`src/verilog/apw_pkg.sv`:
```
// Operation
// - Bits 7:3 stop host reset per GPIO group
// - Bit 2 picks upper pins reset source
// - Mouse wake combination from three select bits
// - Write 1 pulses chassis clear, self-clears
// - Bit 4 holds user last power state
// - First-stage delay 300 or 200 ms
// - Second-stage delay none, 32, 96, 250 ms
// - Retrigger drops power-good then raises it
// - Bit 7 enables third wake key set
// - Bit 6 enables second wake key set
// - OS wake key pulses power switch
// - Power-loss return pulses switch 0.5 s
// - Bit 3 picks watchdog reset source
// - Bit 0 picks hardware monitor reset source
// - Global enable gates wake event, reset 3e
// - Per-source wake flags, write 1 clears
// - Per-source enables share status bit order
// - Power-loss policy field selects power-on behaviour
package apw_pkg;

    // ----------------------------------------
    // Register indices (byte address = 4 * index)
    // ----------------------------------------
    localparam logic [7:0] APW_IDX_PLOSS   = 8'he4;
    localparam logic [7:0] APW_IDX_GPIO    = 8'he5;
    localparam logic [7:0] APW_IDX_PGOPT   = 8'he6;
    localparam logic [7:0] APW_IDX_KEYSET  = 8'he7;
    localparam logic [7:0] APW_IDX_GWAKE   = 8'hf2;
    localparam logic [7:0] APW_IDX_STS_A   = 8'hf3;
    localparam logic [7:0] APW_IDX_EN_A    = 8'hf6;

    // ----------------------------------------
    // Reset values
    // ----------------------------------------
    localparam logic [7:0] APW_RST_PLOSS   = 8'h00;
    localparam logic [7:0] APW_RST_GPIO    = 8'h00;
    localparam logic [7:0] APW_RST_PGOPT   = 8'h1c;
    localparam logic [7:0] APW_RST_KEYSET  = 8'h00;
    localparam logic [7:0] APW_RST_GWAKE   = 8'h3e;
    localparam logic [6:0] APW_RST_STS     = 7'h00;
    localparam logic [6:0] APW_RST_EN      = 7'h00;

    // ----------------------------------------
    // Field positions and masks
    // ----------------------------------------
    localparam logic [7:0] APW_GPIO_MASK   = 8'hfc;
    localparam logic [7:0] APW_PGOPT_MASK  = 8'h9e;
    localparam logic [7:0] APW_KEYSET_MASK = 8'hf9;
    localparam logic [7:0] APW_PLOSS_MASK  = 8'he0;
    localparam int APW_B_MOUSE_UP  = 7;
    localparam int APW_B_CHASSIS   = 5;
    localparam int APW_B_LAST_OFF  = 4;
    localparam int APW_B_STG1_FAST = 3;
    localparam int APW_B_STG2_HI   = 2;
    localparam int APW_B_STG2_LO   = 1;
    localparam int APW_B_TRIG      = 0;
    localparam int APW_B_KEYSET3   = 7;
    localparam int APW_B_KEYSET2   = 6;
    localparam int APW_B_OS_KEY    = 5;
    localparam int APW_B_LOSS_PULSE = 4;
    localparam int APW_B_WDT_PG    = 3;
    localparam int APW_B_HWM_HOST  = 0;
    localparam int APW_B_PLOSS_EN  = 7;
    localparam int APW_B_POLICY_HI = 6;
    localparam int APW_B_POLICY_LO = 5;
    localparam int APW_B_GWAKE_EN  = 0;

    // ----------------------------------------
    // Timing
    // ----------------------------------------
    localparam int APW_CLK_NS       = 40;
    localparam int APW_MS_NS        = 1000000;
    localparam int APW_TICK_CYCLES  = APW_MS_NS / APW_CLK_NS;
    localparam logic [8:0] APW_STG1_SLOW_MS = 9'd300;
    localparam logic [8:0] APW_STG1_FAST_MS = 9'd200;
    localparam logic [8:0] APW_STG2_A_MS    = 9'd32;
    localparam logic [8:0] APW_STG2_B_MS    = 9'd96;
    localparam logic [8:0] APW_STG2_C_MS    = 9'd250;
    localparam logic [8:0] APW_PULSE_MS     = 9'd500;
    localparam logic [8:0] APW_RETRIG_MS    = 9'd1;

    // ----------------------------------------
    // Types
    // ----------------------------------------
    typedef enum logic [2:0] {
        PG_OFF  = 3'b000,
        PG_STG1 = 3'b001,
        PG_STG2 = 3'b010,
        PG_ON   = 3'b011,
        PG_LOW  = 3'b100
    } apw_pg_t;

    typedef struct packed {
        logic [14:0] div;
        logic [8:0]  ms;
        logic        busy;
        logic        done;
    } apw_tmr_t;

    typedef struct packed {
        logic [7:0] ploss;
        logic [7:0] gpio;
        logic [7:0] pgopt;
        logic       trig;
        logic [7:0] keyset;
        logic [7:0] gwake;
        logic [6:0] sts;
        logic [6:0] en;
        logic [6:0] irq_prev;
        apw_pg_t    pg;
        logic       ps_low;
        logic       chassis_clr;
        logic       pme;
        logic [7:0] rdata;
    } apw_st_t;

endpackage : apw_pkg

```
`src/verilog/apw_ms_timer.sv`:
```
`timescale 1ns/1ps
`default_nettype none
module apw_ms_timer
    import apw_pkg::*;
#(
    parameter int TICK_CYCLES = APW_TICK_CYCLES
)(
    // Clock and reset
    input  wire logic       i_clk,
    input  wire logic       i_resetn,
    // Control
    input  wire logic       i_start,
    input  wire logic [8:0] i_ms,
    // Status
    output logic            o_busy,
    output logic            o_done
);

    apw_tmr_t st_reg;
    apw_tmr_t st_next;

    // ----------------------------------------
    // Millisecond down counter
    // ----------------------------------------
    // A restart reloads even while busy, so a new request never waits
    always_comb
    begin
        st_next      = st_reg;
        st_next.done = 1'b0;
        if (i_start)
        begin
            st_next.div  = '0;
            st_next.ms   = i_ms;
            st_next.busy = 1'b1;
        end
        else if (st_reg.busy)
        begin
            if (st_reg.div == 15'(TICK_CYCLES - 1))
            begin
                st_next.div = '0;
                if (st_reg.ms <= 9'd1)
                begin
                    st_next.ms   = '0;
                    st_next.busy = 1'b0;
                    st_next.done = 1'b1;
                end
                else
                begin
                    st_next.ms = st_reg.ms - 9'd1;
                end
            end
            else
            begin
                st_next.div = st_reg.div + 15'd1;
            end
        end
    end

    // State register
    always_ff @(posedge i_clk or negedge i_resetn)
    begin
        if (!i_resetn)
        begin
            st_reg <= '0;
        end
        else
        begin
            st_reg <= st_next;
        end
    end

    assign o_busy = st_reg.busy;
    assign o_done = st_reg.done;

endmodule : apw_ms_timer
`default_nettype wire

```
`src/verilog/apw_regs.sv`:
```
// Local design decision: the APB interface to the registers.
`timescale 1ns/1ps
`default_nettype none
module apw_regs
    import apw_pkg::*;
#(
    parameter int TICK_CYCLES = APW_TICK_CYCLES
)(
    // Clock and reset
    input  wire logic        i_clk,
    input  wire logic        i_resetn,
    // APB slave
    input  wire logic        i_psel,
    input  wire logic        i_penable,
    input  wire logic        i_pwrite,
    input  wire logic [11:0] i_paddr,
    input  wire logic [31:0] i_pwdata,
    output logic [31:0]      o_prdata,
    output logic             o_pready,
    output logic             o_pslverr,
    // Wake sources and power inputs
    input  wire logic [6:0]  i_src_irq,
    input  wire logic        i_power_good_first_stage,
    input  wire logic        i_power_loss_return,
    input  wire logic        i_prev_state_on,
    input  wire logic        i_os_wake_key,
    input  wire logic        i_kb_wake_enable,
    input  wire logic        i_mouse_right_key_sel,
    input  wire logic        i_mouse_extra_key_sel,
    // Power and wake outputs
    output logic             o_power_good_out,
    output logic             o_power_good_mid_stage,
    output logic             o_power_switch_out_n,
    output logic             o_wake_event,
    output logic             o_chassis_clear,
    // Configuration outputs
    output logic [4:0]       o_gpio_host_reset_block,
    output logic             o_gp_upper_resume_sel,
    output logic [2:0]       o_mouse_wake_combo_sel,
    output logic             o_key_set_three_enable,
    output logic             o_key_set_two_enable,
    output logic             o_watchdog_rst_pg_sel,
    output logic             o_hwmon_rst_host_sel,
    output logic             o_last_state_off
);

    apw_st_t st_reg;
    apw_st_t st_next;

    logic       pg_start;
    logic [8:0] pg_ms;
    logic       pg_done;
    logic       ps_start;
    logic       ps_done;
    logic       apb_wr;
    logic       apb_setup;
    logic [7:0] idx;
    logic       hit_any;
    logic [6:0] rise;
    logic [6:0] wmask;
    logic       policy_on;
    logic [1:0] stg2_sel;
    logic [8:0] stg1_ms;
    logic [8:0] stg2_ms;

    // ----------------------------------------
    // Delay timers
    // ----------------------------------------
    apw_ms_timer #(.TICK_CYCLES(TICK_CYCLES)) u_pg_tmr (
        .i_clk    (i_clk),
        .i_resetn (i_resetn),
        .i_start  (pg_start),
        .i_ms     (pg_ms),
        .o_busy   (),
        .o_done   (pg_done)
    );

    apw_ms_timer #(.TICK_CYCLES(TICK_CYCLES)) u_ps_tmr (
        .i_clk    (i_clk),
        .i_resetn (i_resetn),
        .i_start  (ps_start),
        .i_ms     (APW_PULSE_MS),
        .o_busy   (),
        .o_done   (ps_done)
    );

    // ----------------------------------------
    // Decode and helpers
    // ----------------------------------------
    // Word-aligned only; low two address bits must be zero
    assign idx       = i_paddr[9:2];
    assign hit_any   = (i_paddr[11:10] == 2'b00) && (i_paddr[1:0] == 2'b00)
                     && (idx == APW_IDX_PLOSS || idx == APW_IDX_GPIO
                     || idx == APW_IDX_PGOPT || idx == APW_IDX_KEYSET
                     || idx == APW_IDX_GWAKE || idx == APW_IDX_STS_A
                     || idx == APW_IDX_EN_A);
    assign apb_setup = i_psel && !i_penable;
    assign apb_wr    = i_psel && i_penable && i_pwrite && hit_any;
    assign rise      = i_src_irq & ~st_reg.irq_prev;
    assign wmask     = i_pwdata[6:0];
    assign stg2_sel  = {st_reg.pgopt[APW_B_STG2_HI], st_reg.pgopt[APW_B_STG2_LO]};

    // Delay choices
    assign stg1_ms = st_reg.pgopt[APW_B_STG1_FAST] ? APW_STG1_FAST_MS
                                                   : APW_STG1_SLOW_MS;
    always_comb
    begin
        unique case (stg2_sel)
            2'b00: stg2_ms = '0;
            2'b01: stg2_ms = APW_STG2_A_MS;
            2'b10: stg2_ms = APW_STG2_B_MS;
            2'b11: stg2_ms = APW_STG2_C_MS;
        endcase
    end

    // Power-on decision after power loss
    always_comb
    begin
        unique case ({st_reg.ploss[APW_B_POLICY_HI], st_reg.ploss[APW_B_POLICY_LO]})
            2'b00: policy_on = 1'b0;
            2'b01: policy_on = 1'b1;
            2'b10: policy_on = i_prev_state_on;
            2'b11: policy_on = !st_reg.pgopt[APW_B_LAST_OFF];
        endcase
    end

    // Power switch pulse requests
    assign ps_start = (i_power_loss_return && policy_on
                       && st_reg.keyset[APW_B_LOSS_PULSE])
                   || (i_os_wake_key && i_kb_wake_enable
                       && st_reg.keyset[APW_B_OS_KEY]);

    // ----------------------------------------
    // Next-state logic
    // ----------------------------------------
    always_comb
    begin
        st_next             = st_reg;
        st_next.chassis_clr = 1'b0;
        st_next.irq_prev    = i_src_irq;
        pg_start            = 1'b0;
        pg_ms               = stg1_ms;

        // Register writes take effect in the access phase
        if (apb_wr)
        begin
            unique case (idx)
                APW_IDX_PLOSS:  st_next.ploss  = i_pwdata[7:0] & APW_PLOSS_MASK;
                APW_IDX_GPIO:   st_next.gpio   = i_pwdata[7:0] & APW_GPIO_MASK;
                APW_IDX_KEYSET: st_next.keyset = i_pwdata[7:0] & APW_KEYSET_MASK;
                APW_IDX_GWAKE:  st_next.gwake  = i_pwdata[7:0];
                APW_IDX_EN_A:   st_next.en     = wmask;
                APW_IDX_PGOPT:
                begin
                    st_next.pgopt       = i_pwdata[7:0] & APW_PGOPT_MASK;
                    st_next.chassis_clr = i_pwdata[APW_B_CHASSIS];
                end
                default: st_next.sts = st_reg.sts & ~wmask;
            endcase
        end

        // Hardware set wins over a same-cycle clear
        st_next.sts = st_next.sts | rise;

        // Event output, masked per source then globally
        st_next.pme = st_reg.gwake[APW_B_GWAKE_EN] && |(st_reg.sts & st_reg.en);

        // Retrigger request stays pending until the sequencer takes it
        if (apb_wr && idx == APW_IDX_PGOPT && i_pwdata[APW_B_TRIG])
        begin
            st_next.trig = 1'b1;
        end

        // Power-good sequencer
        if (!i_power_good_first_stage)
        begin
            st_next.pg = PG_OFF;
        end
        else
        begin
            unique case (st_reg.pg)
                PG_OFF:
                begin
                    pg_start   = 1'b1;
                    st_next.pg = PG_STG1;
                end
                PG_STG1:
                begin
                    if (pg_done)
                    begin
                        if (stg2_ms == 9'd0)
                        begin
                            st_next.pg = PG_ON;
                        end
                        else
                        begin
                            pg_start   = 1'b1;
                            pg_ms      = stg2_ms;
                            st_next.pg = PG_STG2;
                        end
                    end
                end
                PG_STG2:
                begin
                    if (pg_done)
                    begin
                        st_next.pg = PG_ON;
                    end
                end
                PG_ON:
                begin
                    // Drop low for 1 ms, then rise again through stage two unless its delay is none
                    if (st_reg.trig)
                    begin
                        pg_start     = 1'b1;
                        pg_ms        = APW_RETRIG_MS;
                        st_next.pg   = PG_LOW;
                        st_next.trig = 1'b0;
                    end
                end
                PG_LOW:
                begin
                    if (pg_done)
                    begin
                        pg_start   = stg2_ms != 9'd0;
                        pg_ms      = stg2_ms;
                        st_next.pg = (stg2_ms == 9'd0) ? PG_ON : PG_STG2;
                    end
                end
                default: st_next.pg = PG_OFF;
            endcase
        end

        // Power switch low pulse
        if (ps_start)
        begin
            st_next.ps_low = 1'b1;
        end
        else if (ps_done)
        begin
            st_next.ps_low = 1'b0;
        end

        // Read data captured in the setup phase
        if (apb_setup)
        begin
            unique case (idx)
                APW_IDX_PLOSS:  st_next.rdata = st_reg.ploss;
                APW_IDX_GPIO:   st_next.rdata = st_reg.gpio;
                APW_IDX_PGOPT:  st_next.rdata = st_reg.pgopt
                                              | {7'h00, st_reg.trig};
                APW_IDX_KEYSET: st_next.rdata = st_reg.keyset;
                APW_IDX_GWAKE:  st_next.rdata = st_reg.gwake;
                APW_IDX_STS_A:  st_next.rdata = {1'b0, st_reg.sts};
                APW_IDX_EN_A:   st_next.rdata = {1'b0, st_reg.en};
                default:        st_next.rdata = 8'h00;
            endcase
        end
    end

    // ----------------------------------------
    // State register
    // ----------------------------------------
    always_ff @(posedge i_clk or negedge i_resetn)
    begin
        if (!i_resetn)
        begin
            st_reg.ploss       <= APW_RST_PLOSS;
            st_reg.gpio        <= APW_RST_GPIO;
            st_reg.pgopt       <= APW_RST_PGOPT;
            st_reg.trig        <= 1'b0;
            st_reg.keyset      <= APW_RST_KEYSET;
            st_reg.gwake       <= APW_RST_GWAKE;
            st_reg.sts         <= APW_RST_STS;
            st_reg.en          <= APW_RST_EN;
            st_reg.irq_prev    <= 7'h00;
            st_reg.pg          <= PG_OFF;
            st_reg.ps_low      <= 1'b0;
            st_reg.chassis_clr <= 1'b0;
            st_reg.pme         <= 1'b0;
            st_reg.rdata       <= 8'h00;
        end
        else
        begin
            st_reg <= st_next;
        end
    end

    // ----------------------------------------
    // Outputs
    // ----------------------------------------
    // Zero wait states keep the bus simple; reads see setup-phase state
    assign o_pready  = 1'b1;
    assign o_pslverr = i_psel && i_penable && !hit_any;
    assign o_prdata  = {24'h000000, st_reg.rdata};

    assign o_power_good_out       = st_reg.pg == PG_ON;
    assign o_power_good_mid_stage = st_reg.pg != PG_OFF && st_reg.pg != PG_STG1;
    assign o_power_switch_out_n   = !st_reg.ps_low;
    assign o_wake_event           = st_reg.pme;
    assign o_chassis_clear        = st_reg.chassis_clr;
    assign o_gpio_host_reset_block = st_reg.gpio[7:3];
    assign o_gp_upper_resume_sel  = st_reg.gpio[2];
    assign o_mouse_wake_combo_sel = {st_reg.pgopt[APW_B_MOUSE_UP],
                                     i_mouse_right_key_sel,
                                     i_mouse_extra_key_sel};
    assign o_key_set_three_enable = st_reg.keyset[APW_B_KEYSET3];
    assign o_key_set_two_enable   = st_reg.keyset[APW_B_KEYSET2];
    assign o_watchdog_rst_pg_sel  = st_reg.keyset[APW_B_WDT_PG];
    assign o_hwmon_rst_host_sel   = st_reg.keyset[APW_B_HWM_HOST];
    assign o_last_state_off       = st_reg.pgopt[APW_B_LAST_OFF];

    logic    gen;
    apw_pg_t pg_q;
    assign gen  = st_reg.gwake[APW_B_GWAKE_EN];
    assign pg_q = st_reg.pg;
endmodule : apw_regs
`default_nettype wire

```
`config.mk`:
```
export PLATFORM = sky130hd
export DESIGN_NAME = apw_regs
export DESIGN_NICKNAME = d
export VERILOG_FILES = /design/src/verilog/apw_pkg.sv /design/src/verilog/apw_ms_timer.sv /design/src/verilog/apw_regs.sv
export SDC_FILE = /design/constraint.sdc
export NUM_CORES = 1
export LEC_CHECK = 0
export BUFFER_PORTS_ARGS = -buffer_cell sky130_fd_sc_hd__buf_2
export CAP_MARGIN = 10
export CORE_ASPECT_RATIO = 0.6
export CORE_UTILIZATION = 30
export CTS_CLUSTER_SIZE = 28
export DETAILED_ROUTE_END_ITERATION = 16
export SYNTH_ARGS = -nofsm -noshare
export SYNTH_HDL_FRONTEND = slang
export SYNTH_SLANG_ARGS = --single-unit
```
`constraint.sdc`:
```
create_clock -name i_clk -period 3.7 [get_ports i_clk]
set_input_delay 0.37 -clock i_clk [delete_from_list [all_inputs] [get_ports i_clk]]
set_output_delay 0.37 -clock i_clk [all_outputs]
set_load 0.05 [all_outputs]
```
== After elaboration in Yosys (flattened, before gate mapping) ==
Cells that the tools add are included.
Cells by class
  add/sub/neg operators: 4
  order comparisons: 2
  equal/unequal tests: 23
  mux-type cells: 47
  bitwise gates (word level): 7
  reductions and logical operators: 51
Operators with widths (number)
  $mux 9: 8
  $eq 8x8->1 const B: 7
  $pmux 8 s7: 1
  $mux 26: 2
  $mux 25: 2
  $pmux 9 s4: 1
  $add 15x1->15 const B: 2
  $eq 15x15->1 const B: 2
  $mux 15: 2
  $pmux 9 s3: 1
  $mux 11: 2
  $and 7x7->7: 3
  $le 9x1->1 const B: 2
  $sub 9x1->9 const B: 2
  $mux 1: 16
  $reduce_and 2->1: 8
  $logic_and 1x1->1: 15
  $mux 14: 1
  $mux 7: 2
  $not 7->7: 2
  $mux 3: 4
  $pmux 3 s4: 1
  $reduce_bool 2->1: 5
  $logic_not 9->1: 1
  21 further kinds: 42
Word-level totals
  register bits: 116
  input port bits: 63

== Logic depth before layout (Yosys ltp) ==
  depth after elaboration: 15
  gate-level depth with buffers: 9
  gate-level depth less buffers: 7

== Modules after synthesis ==
From an unflattened synthesis, not the netlist that was laid out.
Second synthesis, totals
  cell total of the unflattened synthesis: 681
  area, all modules: 6637.6 um2
Modules (own cells, without submodules)
  apw_regs: instances 1, cells each 339, area an instance 3607.2 um2, seq. area each 1611.5 um2
  apw_ms_timer: instances 2, cells each 171, area an instance 1515.2 um2, seq. area each 650.6 um2

== Worst setup path after synthesis ==
No wires, ideal clock.
  kind: flip-flop to flip-flop
  from: register st_reg[54] in the netlist's numbering
  to: register u_pg_tmr.st_reg[9] in the netlist's numbering
  setup time: 77 ps
  arrival: 2326 ps
  path slack: 1297 ps
  cell stages (with the launch flop): 10
  path buffers: 2
  clock period less this slack: 2403 ps
  path through: dfstp_2 -> inv_1 -> ha_1 -> nand2b_1 -> clkbuf_1 -> maj3_1 -> o31ai_1 -> clkbuf_1 -> o211ai_1 -> o21ai_1
Between the ends
  longest elaborated chain between the ends: 9
  elaborated cells on any way between the ends: 21
Ends and longest elaborated chain
  from (decl): line apw_regs.sv:47  | apw_st_t st_reg;
  from (signal assigned): line apw_regs.sv:285  | st_reg <= st_next;
  $eq 2x2->1, or another cell as far along: line apw_regs.sv:108  | unique case (stg2_sel)
  $pmux 9 s4 (*): line apw_regs.sv:108
  $logic_not 9->1: line apw_regs.sv:191  | if (stg2_ms == 9'd0)
  $mux 1: line apw_regs.sv:191
  $mux 1: line apw_regs.sv:189  | if (pg_done)
  $pmux 1 s4: line apw_regs.sv:181  | unique case (st_reg.pg)
  $mux 1: line apw_regs.sv:175  | if (!i_power_good_first_stage)
  $reduce_bool 2->1 (no source line)
  $reduce_and 2->1 (no source line)
  to (signal assigned): line apw_ms_timer.sv:68  | st_reg <= st_next;
  to (decl): line apw_ms_timer.sv:19  | apw_tmr_t st_reg;
Every way passes the cells marked *; elsewhere a longest branch is shown, timed or not. The select of a mux whose other input is x is not followed.
A chain may end at the register's enable or synchronous reset.

== Worst setup path in the final report ==
  from: register u_pg_tmr.st_reg[22] in the netlist's numbering
  to: register u_pg_tmr.st_reg[5] in the netlist's numbering
Between the ends
  longest elaborated chain between the ends: 3
Ends and longest elaborated chain
  $eq 15x15->1: line apw_ms_timer.sv:38  | if (st_reg.div == 15'(TICK_CYCLES - 1))
  $reduce_bool 2->1 (no source line)
  $reduce_and 2->1 (no source line)
No other way between the ends.

==> flow_summary.json <==
{
  "synth_top_area_share": 0.4177,
  "dpl.hpwl_um": 11210,
  "rsz0062_at_grt": "false",
  "yosysMostFrequentCell": "dfrtp_1",
  "fin_area_mm2": 0.007442,
  "synthTopCellsByArea": "dfrtp_1 (42%), mux2_2 (6.3%), buf_4 (4.8%)",
  "clock_latency_ps": 420,
  "fin_crit_ps": 2562,
  "vias_per_cell": 5.114,
  "async_flop_share": 1.000,
  "hold_start": "i_src_irq[3]",
  "leakage_nw": 3.297,
  "dp_slack_ps": 1136,
  "cts_buffers": 17,
  "largest_register_ffs": 38,
  "r2r-end": "u_pg_tmr.st_reg[5]",
  "holdWs_ps": 69.92,
  "overflow": 0,
  "routed_wl_um": 15790,
  "power.density_mw_per_mm2": 440.6,
  "antennaDiodeCount": 0,
  "ys_seq_area_frac": 0.4502,
  "wl_per_cell_um": 15.61,
  "rows": 41,
  "ant_nets": 0,
  "gp_congestion": 0.8357,
  "cts_htree_levels": 4,
  "synth_top_area_cell": "dfrtp_1",
  "startpoint_type": "flip-flop",
  "syn_to_final_growth_pct": 15.03,
  "holdPathStages": 1,
  "cp_max_fo": 15,
  "placed_cell_area_mm2": 0.006877,
  "drive_above_1_share": 0.2128,
  "port_buffers": 62,
  "vias": 5175,
  "endpoint_kind": "flip-flop",
  "timing.fmax_ghz": 0.3904,
  "first_iter_violations": 362,
  "power_mw": 3.279,
  "cts_sinks": 116,
  "setup_tns_ps": 0,
  "core_mm2": 0.02108,
  "yosysWarnings": 0,
  "setup_violations": 0,
  "synth_ff_type": "dfrtp_1",
  "reg2reg_from": "u_pg_tmr.st_reg[22]",
  "synth_area_mm2": 0.006470,
  "timing.final.ws_setup_ps": 1138,
  "postLayoutCoreUtil": 0.3530,
  "grt_first_pass_wirelength_um": 25230,
  "drt-pass1-iter-count": 5,
  "max_slew.worst_pin.slew_ps": 944.4,
  "synth_commonest_cells": "dfrtp_1 (108), nand2_1 (67), nor2_1 (48)",
  "r2r_cells": 5,
  "initial_core_util": 0.3069,
  "die_h_um": 115.8,
  "dp.cells": 980,
  "status": "finished clean",
  "crit_arrival_ps": 2840,
  "drc": 0,
  "cap_violations": 0,
  "critical_path_class": "reg2reg",
  "cts_resized": 0,
  "hold_path_end": "st_reg[17]",
  "finalHoldViolCount": 0,
  "crit_required_ps": 3980,
  "antenna_found_initial": 0,
  "grt_max_degree": 70,
  "final_cell_count_no_fill": 1012,
  "dieArea_mm2": 0.02218,
  "nNetsFinal": 794,
  "tritoncts": "yes",
  "vdd_drop_max_mv": 0.3896,
  "synth_cells": 680,
  "synth_seq_cells": 116,
  "clockRootBuffer": "clkbuf_16",
  "io_pins": 116,
  "grt_pass1_vias": 4551,
  "slew_headroom": 0.3622,
  "finalMaxSlewViolations": 0,
  "avgSynthCellArea_um2": 9.515,
  "rrSetupSlack_ps": 1140,
  "fp.dieW_um": 191.6,
  "hold_class": "in2reg",
  "grt_usage": 0.1482,
  "clock_path_buffers": 2,
  "synth_edf_count": 0,
  "final.period_utilization": 0.6924,
  "skew_ps": 12.94,
  "clk_pin_slew_ps": 60,
  "synth_cell_types": 65
}
worst max-delay path: stages (launching register included):
cell	delay, ps
dfrtp_1	410
or4b_4	560
or4_1	780
nor4_1	370
mux2i_1	230
mux2i_1	80
placed cells by master (no fill, tap or decap), drive strengths merged, types with 12 or more instances in the layout:
| cell type | netlist | layout |
|---|---|---|
| o21ai | 38 | 38 |
| a21oi | 45 | 45 |
| nor2 | 48 | 48 |
| nand2 | 67 | 67 |
| nand3 | 12 | 12 |
| clkbuf | 26 | 17 |
| a22o | 17 | 17 |
| dfrtp | 108 | 108 |
| nor4 | 12 | 12 |
| conb | 2 | 25 |
| mux2i | 14 | 14 |
| inv | 29 | 32 |
| nor3 | 20 | 20 |
| mux2 | 36 | 36 |
| buf | 45 | 69 |
layer usage:
metal / GRT usage / part of all wire / wire (um) / vias up
met3: 0.03998 / 0.056 / 892 / 11
met5: 0 / 0 / 0 / -
met4: 0.03810 / 0.0087 / 138 / 0
li1: - / - / - / 2495
met1: 0.2387 / 0.54 / 8601 / 2508
met2: 0.1865 / 0.39 / 6161 / 161
worst max-delay path by stage:
stage	startpoint	to	slack (ps)	cells after the start
CTS	u_pg_tmr.st_reg[22]	u_pg_tmr.st_reg[5]	1120	5
detailed placement	u_pg_tmr.st_reg[22]	u_pg_tmr.st_reg[5]	1140	5
global placement	u_pg_tmr.st_reg[22]	u_pg_tmr.st_reg[5]	1150	5
floorplan	st_reg[54]	u_pg_tmr.st_reg[9]	1300	9
global route	u_pg_tmr.st_reg[22]	u_pg_tmr.st_reg[5]	930	5
finish	u_pg_tmr.st_reg[22]	u_pg_tmr.st_reg[5]	1140	5
cells by family after synthesis:
group / count (synthesis) / share of synthesized area
AND/OR/NAND/NOR: 237 / 0.1936
AO/OA/AOI/OAI: 158 / 0.1572
flip-flops: 116 / 0.4502
buffers and inverters: 100 / 0.08238
multiplexers: 51 / 0.08780
adder cells (fa/ha/maj): 11 / 0.02089
XOR/XNOR: 5 / 0.006768
other: 2 / 0.001161
power breakdown:
part	internal [mW]	switching, mW
clock network	0.924	0.627
registers	1.34	0.0876
logic	0.0979	0.205
total	2.36	0.920
area by class of cell:
| type | instances | area (um2) |
|---|---|---|
| clock buffer | 17 | 425.4 |
| clock inverter | 14 | 130.1 |
| fill | 2135 | 13640 |
| inverter | 29 | 108.9 |
| multi-input combinational | 487 | 3128 |
| sequential | 116 | 2913 |
| tap | 279 | 349.1 |
| timing repair buffer | 70 | 387.9 |
what timing repair did:
action                    4_1_cts  5_1_grt
setup buffers                   0        0
hold buffers                    1        0
hold endpoints to repair       43        0
No activity file was read; power rests on OpenSTA's default activity.
